## src/hdl/ts_pkg.sv

```systemverilog
package ts_pkg;

    // clock and line rates, in kHz, for the fractional bit-rate generator
    localparam int          TS_CLK_KHZ      = 10000;
    localparam int          TS_LINE_KHZ     = 1544;

    // frame geometry
    localparam int          TS_CHANNELS     = 24;
    localparam int          TS_CHAN_BITS    = 8;
    localparam logic [7:0]  TS_LAST_POS     = 8'hc0;   // 193 positions, 0 is the framing bit
    localparam logic [7:0]  TS_FBIT_POS     = 8'h00;
    localparam logic [2:0]  TS_CHAN_FIRST   = 3'h1;    // pos[2:0] of each channel's first bit
    localparam logic [4:0]  TS_EXT_FRAMES   = 5'h18;   // extended superframe length
    localparam logic [4:0]  TS_BASIC_FRAMES = 5'h0c;   // basic multiframe length

    // framing patterns, first bit in the msb
    localparam logic [5:0]  TS_FAS_PATTERN  = 6'h0b;   // 001011
    localparam logic [5:0]  TS_FT_PATTERN   = 6'h2a;   // 101010, odd frames, basic
    localparam logic [5:0]  TS_FS_PATTERN   = 6'h0e;   // 001110, even frames, basic

    // signalling frames (1-based)
    localparam logic [4:0]  TS_SIG_A_FRAME  = 5'h06;
    localparam logic [4:0]  TS_SIG_B_FRAME  = 5'h0c;
    localparam logic [4:0]  TS_SIG_C_FRAME  = 5'h12;
    localparam logic [4:0]  TS_SIG_D_FRAME  = 5'h18;

    // crc-6 generator x^6 + x + 1, low terms
    localparam logic [5:0]  TS_CRC_POLY     = 6'h03;
    localparam logic [5:0]  TS_CRC_INIT     = 6'h00;

    // byte sent when the channel source has nothing ready
    localparam logic [7:0]  TS_IDLE_BYTE    = 8'hff;

    typedef struct packed {
        logic       sig_a;
        logic       sig_b;
        logic       sig_c;
        logic       sig_d;
        logic [7:0] data;
    } ts_chan_t;

    typedef struct packed {
        logic bit_val;
        logic strobe;
        logic b8zs;
    } ts_line_t;

endpackage : ts_pkg

```

## src/hdl/ts_timing.sv

```systemverilog
`timescale 1ns/10ps
// modulo-193 bit counter and frame counter; both advance only on a line-bit tick
module ts_timing
    import ts_pkg::*;
(
    input  wire logic       clock_in,
    input  wire logic       rst_b_in,
    input  wire logic       tick_in,
    input  wire logic [4:0] frames_in,
    output logic      [7:0] pos_out,
    output logic      [4:0] frame_out
);

    ////////////////////////////////////////////////////////////////////////////
    // bit position, wraps after the 193rd state
    always_ff @(posedge clock_in or negedge rst_b_in) begin
        if (!rst_b_in) begin
            pos_out <= TS_FBIT_POS;
        end else if (tick_in) begin
            if (pos_out == TS_LAST_POS) begin
                pos_out <= TS_FBIT_POS;
            end else begin
                pos_out <= pos_out + 8'h01;
            end
        end
    end

    ////////////////////////////////////////////////////////////////////////////
    // frame counter; the >= compare also recovers if the length shrinks mid-way
    always_ff @(posedge clock_in or negedge rst_b_in) begin
        if (!rst_b_in) begin
            frame_out <= 5'h00;
        end else if (tick_in && pos_out == TS_LAST_POS) begin
            if (frame_out >= frames_in - 5'h01) begin
                frame_out <= 5'h00;
            end else begin
                frame_out <= frame_out + 5'h01;
            end
        end
    end

endmodule : ts_timing

```

## src/hdl/ts_crc6.sv

```systemverilog
`timescale 1ns/10ps
// serial crc-6 register, msb first; clear restarts it with the current bit
module ts_crc6
    import ts_pkg::*;
(
    input  wire logic       clock_in,
    input  wire logic       rst_b_in,
    input  wire logic       step_in,
    input  wire logic       clear_in,
    input  wire logic       bit_in,
    output logic      [5:0] crc_out
);

    logic [5:0] base;
    logic       feedback;

    // clear folds into the step so the boundary bit is not lost
    always_comb begin
        base     = clear_in ? TS_CRC_INIT : crc_out;
        feedback = base[5] ^ bit_in;
    end

    ////////////////////////////////////////////////////////////////////////////
    always_ff @(posedge clock_in or negedge rst_b_in) begin
        if (!rst_b_in) begin
            crc_out <= TS_CRC_INIT;
        end else if (step_in) begin
            crc_out <= {base[4:0], 1'b0} ^ (feedback ? TS_CRC_POLY : 6'h00);
        end
    end

endmodule : ts_crc6

```

## src/hdl/ts_framer.sv

```systemverilog
`timescale 1ns/10ps
module ts_framer
    import ts_pkg::*;
#(
    parameter int CLK_KHZ  = TS_CLK_KHZ,
    parameter int LINE_KHZ = TS_LINE_KHZ
)(
    input  wire logic     clock_in,
    input  wire logic     rst_b_in,
    input  wire logic     ext_fmt_in,     // pin: 1 extended superframe, 0 basic
    input  wire logic     voice_in,       // pin: 1 robbed-bit signalling on
    input  wire ts_chan_t chan_in,        // channel byte with its signalling bits
    input  wire logic     chan_ack_in,    // chan_in valid, taken while chan_req_out
    input  wire logic     dl_bit_in,      // data-link bit
    input  wire logic     dl_ack_in,      // dl_bit_in valid, taken while dl_req_out
    output ts_line_t      line_out,       // bit, strobe and b8zs to the bipolar stage
    output logic          chan_req_out,
    output logic          dl_req_out,
    output logic          frame_sync_out, // pulse with the first bit of frame 1
    output logic    [4:0] frame_num_out   // 1-based frame number being sent
);

    localparam int ACC_W = $clog2(CLK_KHZ + LINE_KHZ + 1);

    // the tick generator can only serve a line slower than the clock
    generate
        if (LINE_KHZ <= 0 || LINE_KHZ >= CLK_KHZ) begin : g_bad_rate
            $error("ts_framer: line rate must be below the clock rate");
        end
    endgenerate

    ////////////////////////////////////////////////////////////////////////////
    // helpers

    // framing bit for a 1-based frame number
    function automatic logic fbit_sel(input logic ext, input logic [4:0] fno,
                                      input logic dl, input logic [5:0] crc);
        logic [4:0] half;
        logic [4:0] quad;
        half = (fno - 5'h01) >> 1;
        quad = (fno - 5'h01) >> 2;
        if (ext) begin
            if (fno[0]) begin
                fbit_sel = dl;
            end else if (fno[1]) begin
                fbit_sel = crc[3'h5 - quad[2:0]];
            end else begin
                fbit_sel = TS_FAS_PATTERN[3'h5 - quad[2:0]];
            end
        end else if (fno[0]) begin
            fbit_sel = TS_FT_PATTERN[3'h5 - half[2:0]];
        end else begin
            fbit_sel = TS_FS_PATTERN[3'h5 - (half[2:0])];
        end
    endfunction : fbit_sel

    // robbed-bit substitution into the lsb
    function automatic logic [7:0] rob_sel(input logic ext, input logic voice,
                                           input logic [4:0] fno, input ts_chan_t ch);
        rob_sel = ch.data;
        if (voice) begin
            if (fno == TS_SIG_A_FRAME) begin
                rob_sel[0] = ch.sig_a;
            end else if (fno == TS_SIG_B_FRAME) begin
                rob_sel[0] = ch.sig_b;
            end else if (ext && fno == TS_SIG_C_FRAME) begin
                rob_sel[0] = ch.sig_c;
            end else if (ext && fno == TS_SIG_D_FRAME) begin
                rob_sel[0] = ch.sig_d;
            end
        end
    endfunction : rob_sel

    ////////////////////////////////////////////////////////////////////////////
    // declarations

    logic [ACC_W-1:0] acc;
    logic [ACC_W-1:0] next_acc;
    logic             tick;
    logic             ext_meta;
    logic             ext_fmt;
    logic             voice_meta;
    logic             voice;
    logic [7:0]       pos;
    logic [4:0]       frame;
    logic [4:0]       fno;
    logic             is_fbit;
    logic             chan_start;
    logic             sf_start;
    ts_chan_t         chan_buf;
    logic             buf_valid;
    logic             chan_take;
    logic             next_buf_valid;
    logic             dl_hold;
    logic             dl_valid;
    logic             dl_take;
    logic             dl_use;
    logic             next_dl_valid;
    logic [7:0]       shreg;
    logic [7:0]       load_byte;
    logic             next_bit;
    logic [5:0]       crc_run;
    logic [5:0]       crc_hold;

    ////////////////////////////////////////////////////////////////////////////
    // line-bit tick: fractional accumulator, one tick per line period on average
    always_comb begin
        next_acc = acc + ACC_W'(LINE_KHZ);
        if (next_acc >= ACC_W'(CLK_KHZ)) begin
            next_acc = next_acc - ACC_W'(CLK_KHZ);
        end
    end

    always_ff @(posedge clock_in or negedge rst_b_in) begin
        if (!rst_b_in) begin
            acc  <= '0;
            tick <= 1'b0;
        end else begin
            acc  <= next_acc;
            tick <= (acc + ACC_W'(LINE_KHZ)) >= ACC_W'(CLK_KHZ);
        end
    end

    ////////////////////////////////////////////////////////////////////////////
    // mode pins are asynchronous straps, two flops each
    always_ff @(posedge clock_in or negedge rst_b_in) begin
        if (!rst_b_in) begin
            ext_meta   <= 1'b0;
            ext_fmt    <= 1'b0;
            voice_meta <= 1'b0;
            voice      <= 1'b0;
        end else begin
            ext_meta   <= ext_fmt_in;
            ext_fmt    <= ext_meta;
            voice_meta <= voice_in;
            voice      <= voice_meta;
        end
    end

    ////////////////////////////////////////////////////////////////////////////
    // timing counters
    ts_timing u_timing (
        .clock_in  (clock_in),
        .rst_b_in  (rst_b_in),
        .tick_in   (tick),
        .frames_in (ext_fmt ? TS_EXT_FRAMES : TS_BASIC_FRAMES),
        .pos_out   (pos),
        .frame_out (frame)
    );

    // position decode
    always_comb begin
        fno        = frame + 5'h01;
        is_fbit    = (pos == TS_FBIT_POS);
        chan_start = !is_fbit && (pos[2:0] == TS_CHAN_FIRST);
        sf_start   = is_fbit && (frame == 5'h00);
    end

    ////////////////////////////////////////////////////////////////////////////
    // channel input register with request/acknowledge
    always_comb begin
        chan_take      = chan_req_out && chan_ack_in;
        next_buf_valid = buf_valid;
        if (chan_take) begin
            next_buf_valid = 1'b1;
        end else if (tick && chan_start) begin
            next_buf_valid = 1'b0;
        end
    end

    always_ff @(posedge clock_in or negedge rst_b_in) begin
        if (!rst_b_in) begin
            chan_buf     <= '0;
            buf_valid    <= 1'b0;
            chan_req_out <= 1'b0;
        end else begin
            if (chan_take) begin
                chan_buf <= chan_in;
            end
            buf_valid    <= next_buf_valid;
            chan_req_out <= !next_buf_valid;
        end
    end

    ////////////////////////////////////////////////////////////////////////////
    // data-link register, same handshake; consumed by each extended odd frame
    always_comb begin
        dl_take       = dl_req_out && dl_ack_in;
        dl_use        = tick && is_fbit && ext_fmt && fno[0];
        next_dl_valid = dl_valid;
        if (dl_take) begin
            next_dl_valid = 1'b1;
        end else if (dl_use) begin
            next_dl_valid = 1'b0;
        end
    end

    always_ff @(posedge clock_in or negedge rst_b_in) begin
        if (!rst_b_in) begin
            dl_hold    <= 1'b1;
            dl_valid   <= 1'b0;
            dl_req_out <= 1'b0;
        end else begin
            if (dl_take) begin
                dl_hold <= dl_bit_in;
            end else if (dl_use) begin
                dl_hold <= 1'b1;  // an unserved link bit goes out as a mark
            end
            dl_valid   <= next_dl_valid;
            dl_req_out <= !next_dl_valid;
        end
    end

    ////////////////////////////////////////////////////////////////////////////
    // bit-select multiplexer
    always_comb begin
        // an empty input register sends marks rather than zeros
        load_byte = rob_sel(ext_fmt, voice, fno,
                            buf_valid ? chan_buf : ts_chan_t'({4'hf, TS_IDLE_BYTE}));
        if (is_fbit) begin
            next_bit = fbit_sel(ext_fmt, fno, dl_hold, crc_hold);
        end else if (chan_start) begin
            next_bit = load_byte[7];
        end else begin
            next_bit = shreg[7];
        end
    end

    // data shift register; pauses over the framing bit
    always_ff @(posedge clock_in or negedge rst_b_in) begin
        if (!rst_b_in) begin
            shreg <= 8'h00;
        end else if (tick && !is_fbit) begin
            shreg <= chan_start ? {load_byte[6:0], 1'b0} : {shreg[6:0], 1'b0};
        end
    end

    ////////////////////////////////////////////////////////////////////////////
    // crc over everything sent in extended mode; value of the last superframe held for sending
    ts_crc6 u_crc (
        .clock_in (clock_in),
        .rst_b_in (rst_b_in),
        .step_in  (tick && ext_fmt),
        .clear_in (sf_start),
        .bit_in   (next_bit),
        .crc_out  (crc_run)
    );

    always_ff @(posedge clock_in or negedge rst_b_in) begin
        if (!rst_b_in) begin
            crc_hold <= TS_CRC_INIT;
        end else if (tick && sf_start && ext_fmt) begin
            crc_hold <= crc_run;
        end
    end

    ////////////////////////////////////////////////////////////////////////////
    // registered line outputs; each bit stands until the next tick
    always_ff @(posedge clock_in or negedge rst_b_in) begin
        if (!rst_b_in) begin
            line_out <= '0;
        end else begin
            line_out.strobe <= tick;
            if (tick) begin
                line_out.bit_val <= next_bit;
                if (is_fbit) begin
                    line_out.b8zs <= 1'b0;
                end else if (chan_start) begin
                    line_out.b8zs <= (load_byte == 8'h00);
                end
            end
        end
    end

    // frame marker for downstream decoders
    always_ff @(posedge clock_in or negedge rst_b_in) begin
        if (!rst_b_in) begin
            frame_sync_out <= 1'b0;
            frame_num_out  <= 5'h00;
        end else begin
            frame_sync_out <= tick && sf_start;
            if (tick && is_fbit) begin
                frame_num_out <= fno;
            end
        end
    end

endmodule : ts_framer

```

## config.mk

```make
export PLATFORM = sky130hd
export DESIGN_NAME = ts_framer
export DESIGN_NICKNAME = d
export VERILOG_FILES = /design/src/hdl/ts_pkg.sv /design/src/hdl/ts_timing.sv /design/src/hdl/ts_crc6.sv /design/src/hdl/ts_framer.sv
export SDC_FILE = /design/constraint.sdc
export NUM_CORES = 1
export LEC_CHECK = 0
export BUFFER_PORTS_ARGS = -buffer_cell sky130_fd_sc_hd__buf_2
export CAP_MARGIN = 20
export CORE_MARGIN = 1
export CORE_UTILIZATION = 33
export DETAILED_ROUTE_END_ITERATION = 7
export PLACE_DENSITY = 0.58
export SYNTH_ARGS = -nofsm -noshare
export SYNTH_HDL_FRONTEND = slang
export SYNTH_SLANG_ARGS = --single-unit
```

## constraint.sdc

```tcl
create_clock -name clock_in -period 3.4 [get_ports clock_in]
set_input_delay 0.85 -clock clock_in [delete_from_list [all_inputs] [get_ports clock_in]]
set_output_delay 0.85 -clock clock_in [all_outputs]
set_load 0.1 [all_outputs]
```

# Word-level counts from Yosys, hierarchy flattened
# Memories as Yosys holds them, arrays and structs flattened.
# Cells that the tools add are included.
# Widths: inputs -> output; s select.
# word_totals
mem_count,3
reg_bits,78
out_inout_bits,11
elab_cells,105
in_bits,19
mem_bits_ro,24
# memory_table
name,words,word_bits,read_ports,rd_ports_with_merged_regs,wr,line_no,text
(name not given),8,1,1,0,0,ts_framer.sv:53,fbit_sel = TS_FS_PATTERN[3'h5 - (half[2:0])];
(name not given),8,1,1,0,0,ts_framer.sv:51,fbit_sel = TS_FT_PATTERN[3'h5 - half[2:0]];
(name not given),8,1,1,0,0,ts_framer.sv:48,fbit_sel = TS_FAS_PATTERN[3'h5 - quad[2:0]];
# classes
muxes,32
add_sub_neg,8
bitwise,2
magnitude_cmp,4
reduce_logical,24
n_eq_ne,6
# op_table
cell,count
$mux 1,23
$logic_not 8->1,2
$mux 8,2
$logic_and 1x1->1,15
$add 14x11->14 const B,1
$ge 14x14->1 const B,1
$mux 14,1
$sub 14x14->14 const B,1
$mux 12,1
$eq 5x5->1 const B,2
$mux 5,2
$sub 5x1->5 const B,2
$add 8x1->8 const B,1
$eq 8x8->1 const B,1
$lt 3x4->1 const B,2
$mux 6,1
$sub 3x3->3 const A,2
$xor 6x6->6,1
$add 5x1->5 const B,1
$eq 5x3->1 const B,1
$eq 5x4->1 const B,1
$ge 5x5->1,1
$logic_not 5->1,1
$reduce_bool 2->1,2
6 further kinds,8

# Logic depth before layout (Yosys ltp)
# Gate-level depths: netlist of the first run.
# logic_depth
depth_word,12
depth_mapped,10

# Modules after synthesis
# From an unflattened synthesis of the first run, not the netlist that was laid out.
# hier_totals
cells_unflattened,433
hier_area_um2,4302.9
# by_module_without_submodules
mod,instances,cells_each,area_per_inst_um2
ts_framer,1,315,3169.3
ts_timing,1,90,860.8
ts_crc6,1,28,272.8

# Worst setup path before layout of the first run
# No wires, ideal clock.
# synth_path
path_type,register -> register
start,reg u_timing.frame_out[0]
end,reg u_crc.crc_out[1]
t_arrival_ns,2.567
t_required_ns,3.320
path_buffers,1
synth_period_minus_slack_ns,2.647
setup_slack_ns,0.753
path_stages_with_launch,11
cell_sequence,dfrtp_1 > clkbuf_1 > inv_1 > ha_1 > nor2b_1 > o31a_1 > o211ai_1 > a31oi_1 > o31ai_4 > or4_1 > o211ai_2
# synth_between
elab_chain_cells,12
word_cells_on_any_way,23
cone_classes,add/sub: 4; mux: 12; bitwise: 2; reduce/logical: 2; memory: 3
# synth_rtl
element,line_no,text
start: declaration,ts_timing.sv:11,output logic [4:0] frame_out
start signal: assignment,ts_timing.sv:37,frame_out <= frame_out + 5'h01;
$add 5x1->5 (*),ts_framer.sv:153,fno = frame + 5'h01;
net fno[0],ts_framer.sv:86,logic [4:0] fno;
$sub 5x1->5,ts_framer.sv:41,quad = (fno - 5'h01) >> 2;
$sub 3x3->3,"ts_framer.sv:46, ts_framer.sv:48",
$mem_v2 8x1 or $bmux 1 s3 (tied branches),-,
$mux 1 (on tied branches),"ts_framer.sv:48, ts_framer.sv:46",
$mux 1,ts_framer.sv:45,end else if (fno[1]) begin
$mux 1,ts_framer.sv:43,if (fno[0]) begin
$mux 1 (*),ts_framer.sv:42,if (ext) begin
$mux 1 (*),ts_framer.sv:220,if (is_fbit) begin
$xor 1x1->1 (*),ts_crc6.sv:20,feedback = base[5] ^ bit_in;
$mux 2 (*),ts_crc6.sv:28,"crc_out <= {base[4:0], 1'b0} ^ (feedback ? TS_CRC_POLY : 6'h00);"
$xor 6x6->6 (*),ts_crc6.sv:28,
end signal: assignment,ts_crc6.sv:28,
end: declaration,ts_crc6.sv:11,output logic [5:0] crc_out
# Mark *: on every way through the listed nets, which the timed path passes. The rest lies on a longest branch. The select of a mux whose other input is x is not followed.
# A chain may end at the register's enable or synchronous reset.

# Worst setup path after layout of the first run
# layout_path
start,reg u_timing.frame_out[0]
end,reg u_crc.crc_out[1]
# layout_between
elab_chain_cells,12
word_cells_on_any_way,23
cone_classes,add/sub: 4; mux: 12; bitwise: 2; reduce/logical: 2; memory: 3
# layout_rtl
element,line_no
$add 5x1->5,ts_framer.sv:153
$sub 5x1->5,ts_framer.sv:41
$sub 3x3->3,"ts_framer.sv:46, ts_framer.sv:48"
$mem_v2 8x1 or $bmux 1 s3 (tied branches),-
$mux 1 (on tied branches),"ts_framer.sv:48, ts_framer.sv:46"
$mux 1,ts_framer.sv:45
$mux 1,ts_framer.sv:43
$mux 1,ts_framer.sv:42
$mux 1,ts_framer.sv:220
$xor 1x1->1,ts_crc6.sv:20
$mux 2,ts_crc6.sv:28
$xor 6x6->6 (*),ts_crc6.sv:28
# Mark *: on every way between the ends. The rest lies on a longest branch, timed or not. The select of a mux whose other input is x is not followed.

==> reports/qor.yml, run 1 <==
status: "finished clean"
nFillCells: 1216
min_path_type: "reg2reg"
drtAntennaViolNets: 0
fin_crit_ps: 3080
period_share_pct: 90.5
reg2reg_depth: 8
cts.sinks: 74
post_cts_buffers: 0
grt_max_degree: 75
postCtsHoldBufs: 0
multi_input_comb_area_mm2: 0.00212
reg2reg_to: "u_crc.crc_out[1]"
async_reset_ff_share_pct: 100
area_growth_pct: 14.1
worstSetupPathType: "reg2reg"
netlist_area_mm2: 0.00414
crit_fanout: 17
drv_slew: 0
slew_headroom_pct: 37.1
diodes: 0
synth-seq-cells: 74
rows: 40
cp_data_arrival_time_ps: 3330
irDropWorstVdd_v: 0.000230
dp_hpwl_um: 6000
synth_ff_type: "dfrtp_1"
hold_path_end: "ext_fmt"
cts_buffers: 9
r2r_start: "u_timing.frame_out[0]"
syn-num-nets: 454
fmax_mhz: 325
rrSetupSlack_ps: 320
layout_commonest_cell: "dfrtp_1"
syn_area_per_cell_um2: 9.88
power.leakage_nw: 2.04
cts_root_buf: "clkbuf_16"
yosysTopAreaCellShare_pct: 44.1
crit_path_end_kind: "register"
crit_chain: "ha_1 > a21boi_0 > a311oi_1 > o21ai_0 > a31oi_1 > o31ai_4 > or4_1 > o211ai_2"
routedWlPerCell_um: 13.5
synthCells: 419
dieArea_mm2: 0.0130
setup_viol: 0
ys_warn_count: 0
synth_area_leaders: "dfrtp_1 (44%), mux2_2 (5.4%), ha_1 (4.8%)"
route.detailed.drc: 0
yosysSeqAreaShare_pct: 44.8
nets: 480
fp.dieH_um: 114
vias: 3167
htree_levels: 3
clk_pin_slew_ps: 60
initial_core_util_pct: 34.2
drive_above_1_share_pct: 18.2
rsz0062_at_grt: "no"
die_w_um: 114
hold_path_startpoint: "ext_meta"
synth_edf_count: 0
cellPowerDensity_mw_per_mm2: 422
core_mm2: 0.0121
wl_um: 8360
critical_path_required_ps: 3660
ios: 30
yosys.area.top_type: "dfrtp_1"
track_usage_pct: 13.9
cp_slowest_cell: "dfrtp_1"
drt-initial-drc-count: 169
maxCapViolCount: 0
clockBufferDepth: 2
ys_types: 59
crit_path_start_kind: "register"
grt_pass1_vias: 3007
place.gp.congestion: 0.796
grt_overflow: 0
holdPathStages: 0
vias_per_cell: 5.12
first_pass_iters: 5
tightestPinTransition_ps: 944
mostFrequentLayoutCells: "dfrtp_1 (73), nand2_1 (51), o21ai_0 (39), buf_2 (28), xnor2_1 (22)"
portBuffers: 29
fin_skew_ps: 5.17
cts_resized: 0
clk_latency_ps: 330
setup_tns_ps: 0
critPathBufInv: 0
cp-startpoint: "u_timing.frame_out[0]"
critPathMaxStageDelay_ps: 640
hold_violations: 0
path_delay_family: "compound AO/OA/AOI/OAI gates"
antenna_found_initial: 0
regArea_mm2: 0.00185
grt_pass1_wl_um: 14300
cts_tree: "yes"
hold_slack_ps: 348
==> area by class of cell <==
| class | instances | area share, % |
|---|---|---|
| clock buffers | 14 | 5.38 |
| flip-flops and latches | 74 | 39.2 |
| clock inverters | 2 | 0.265 |
| repair buffers | 35 | 4.08 |
| well taps | 168 | 4.45 |
| inverters | 20 | 1.59 |
| multi-input cells | 305 | 45.0 |
==> power breakdown <==
group          internal, mW  total (mW)  switching [mW]
logic                0.0727       0.140          0.0676
clock network         0.513       0.856           0.342
registers             0.953       0.999          0.0454
total                  1.54        1.99           0.455
==> through the flow <==
step	util [%]	setup WS [ps]	total power [mW]	instances	area, µm²
6_report	39.0	322	1.99	618	4720
5_1_grt	39.0	61.4	2.09	618	4720
4_1_cts	39.0	361	2.03	618	4720
3_5_place_dp	36.8	385	1.16	602	4460
3_3_place_gp	36.8	537	1.15	602	4460
2_1_floorplan	-	753	1.10	419	4140
==> registers in the layout (all words and copies together) (netlist names), 3 cells and up <==
name	count
acc	11
chan_buf	12
crc_hold	6
frame_num_out	5
line_out	3
shreg	7
u_crc.crc_out	6
u_timing.frame_out	5
u_timing.pos_out	8
==> worst max-delay path by stage <==
stage,slack [ps],cells after the start,to
floorplan,750,10,u_crc.crc_out[1]
global placement,540,8,u_crc.crc_out[1]
detailed placement,390,8,u_crc.crc_out[1]
CTS,360,8,u_crc.crc_out[1]
global route,60,8,u_crc.crc_out[1]
finish,320,8,u_crc.crc_out[1]
==> synth_stat cells, drive strengths merged, types with 4 or more instances <==
library cell  number
mux2i              6
clkbuf            14
nand2             51
ha                16
o22ai              5
nand3             14
a22o               5
o211ai             6
nand3b             9
or4                4
xnor2             22
buf                6
a21o               5
mux2              20
o21ai             39
a21oi             14
dfrtp             73
inv               20
xor2               4
and2               4
o31ai              6
nand2b             7
or2                5
nor2              16
nor3              10
==> kinds of logic after synthesis <==
group / share of synthesized area [%]
AO/OA/AOI/OAI: 16.7
XOR/XNOR: 6.05
adder cells (fa/ha/maj): 4.84
buffers and inverters: 3.90
flip-flops: 44.8
multiplexers: 6.89
AND/OR/NAND/NOR: 16.9
==> per-layer routing <==
metal / vias up / wire length (µm) / GRT usage [%]
met2: 50 / 3930 / 22.1
li1: 1560 / - / -
met1: 1545 / 4030 / 18.4
met3: 12 / 278 / 3.61
met4: 0 / 123 / 4.85
met5: - / 0 / 0
(Power assumes the default switching activity.)
==> run 2: changes to the inputs <==
--- a/config.mk
+++ b/config.mk
@@ -10,6 +10,7 @@
 export CORE_MARGIN = 1
 export CORE_UTILIZATION = 33
 export DETAILED_ROUTE_END_ITERATION = 7
+export MAX_ROUTING_LAYER = met4
 export PLACE_DENSITY = 0.58
 export SYNTH_ARGS = -nofsm -noshare
 export SYNTH_HDL_FRONTEND = slang
==> run 2 against run 1 <==
  * Via count fell by 0.35%
  * Maximum frequency about the same
  * Utilization stayed put
  * Worst setup slack about the same
  * Clock skew barely moved
  * Critical path type unchanged
  * Register-to-register slack barely moved
  * Cell area did not move
  * Final cell count did not move
  * Combinational power is essentially flat
  * Sequential share of layout area is the same
  * Sequential cell count did not move
  * Critical path depth is the same
==> reports/qor.yml, run 2 (synthesis results as in run 1) <==
grt_pass1_wl_um: 14300
cts_tree: "yes"
clk_latency_ps: 330
worstSetupPathType: "reg2reg"
critical_path_required_ps: 3660
area_growth_pct: 14.1
antenna_found_initial: 0
hold_violations: 0
postCtsHoldBufs: 0
largest_reg_flops: 12
power.leakage_nw: 2.04
track_usage_pct: 14.4
slew_headroom_pct: 37.1
cellPowerDensity_mw_per_mm2: 423
mostFrequentLayoutCells: "dfrtp_1 (73), nand2_1 (51), o21ai_0 (39), buf_2 (28), xnor2_1 (22)"
tightestPinTransition_ps: 944
hold_slack_ps: 349
diodes: 0
fin_crit_ps: 3080
dieArea_mm2: 0.0130
first_pass_iters: 4
die_w_um: 114
drtAntennaViolNets: 0
rsz0062_at_grt: "no"
setup_slack_ps: 322
initial_core_util_pct: 34.2
clockBufferDepth: 2
cts_root_buf: "clkbuf_16"
cts.sinks: 74
fin_skew_ps: 5.50
drv_slew: 0
dp_slack_ps: 385
min_path_type: "reg2reg"
grt_max_degree: 75
routedWlPerCell_um: 13.5
top_register: "chan_buf"
htree_levels: 3
clk_pin_slew_ps: 60
route.detailed.drc: 0
drt-initial-drc-count: 150
portBuffers: 29
period_share_pct: 90.5
wl_um: 8360
crit_path_end_kind: "register"
fp.dieH_um: 114
layout_commonest_cell: "dfrtp_1"
dp_hpwl_um: 6000
grt_overflow: 0
post_cts_buffers: 0
ios: 30
setup_tns_ps: 0
cts_resized: 0
crit_path_start_kind: "register"
vias: 3156
place.gp.congestion: 0.808
status: "finished clean"
fmax_mhz: 325
setup_viol: 0
core_mm2: 0.0121
grt_pass1_vias: 2997
cp_data_arrival_time_ps: 3340
drive_above_1_share_pct: 18.2
crit_fanout: 17
maxCapViolCount: 0
largest_registers: "chan_buf x12, acc x11, u_timing.pos_out x8"
nets: 480
vias_per_cell: 5.11
rows: 40
cts_buffers: 9
irDropWorstVdd_v: 0.000230
## run 2: cell counts in the layout (fill, tap and decap cells not counted)
No cell type changed its count.
## run 2: cell type report
| cell class | instances | area (µm²) |
|---|---|---|
| Clock inverter | 2 | 12.5 |
| Fill cell | 1216 | 7390 |
| Timing Repair Buffer | 35 | 193 |
| Clock buffer | 14 | 254 |
| Sequential cell | 74 | 1850 |
| Inverter | 20 | 75.1 |
| Multi-Input combinational cell | 305 | 2120 |
| Tap cell | 168 | 210 |
## run 2: through the flow
step                utilization, %  instances  power [mW]  cell area, µm²
floorplan                        -        419        1.10            4140
detailed placement            36.8        602        1.16            4460
global route                  39.0        618        2.09            4720
global placement              36.8        602        1.15            4460
CTS                           39.0        618        2.03            4720
finish                        39.0        618        2.00            4720
## run 2: worst max-delay path, cell delays in order (launching register included)
cell and delay, ps:
dfrtp_1 630, ha_1 500, a21boi_0 240, a311oi_1 370
o21ai_0 150, a31oi_1 310, o31ai_4 140, or4_1 560
o211ai_2 90
## run 2: metal layers
metal	global-route usage [%]	routed length [µm]	share of wire [%]
met5	-	0	0
met4	4.85	163	1.9
met3	3.56	235	2.8
met2	22.1	3910	47
met1	18.5	4050	48
## run 2: path summary, 6_finish.rpt
path	slack, ps	depth (start not counted)	endpoint	start
max reg2reg	320	8	u_crc.crc_out[1]	u_timing.frame_out[0]
min in group asynchronous	670	1	dl_req_out	rst_b_in
max in group asynchronous	2130	1	chan_buf[4]	rst_b_in
max	320	8	u_crc.crc_out[1]	u_timing.frame_out[0]
min	350	0	ext_fmt	ext_meta
min reg2reg	350	0	ext_fmt	ext_meta
## run 2: report_power, final
| group | switching (mW) | internal, mW |
|---|---|---|
| Sequential | 0.0451 | 0.953 |
| Combinational | 0.0677 | 0.0727 |
| Clock | 0.345 | 0.513 |
| Total | 0.458 | 1.54 |
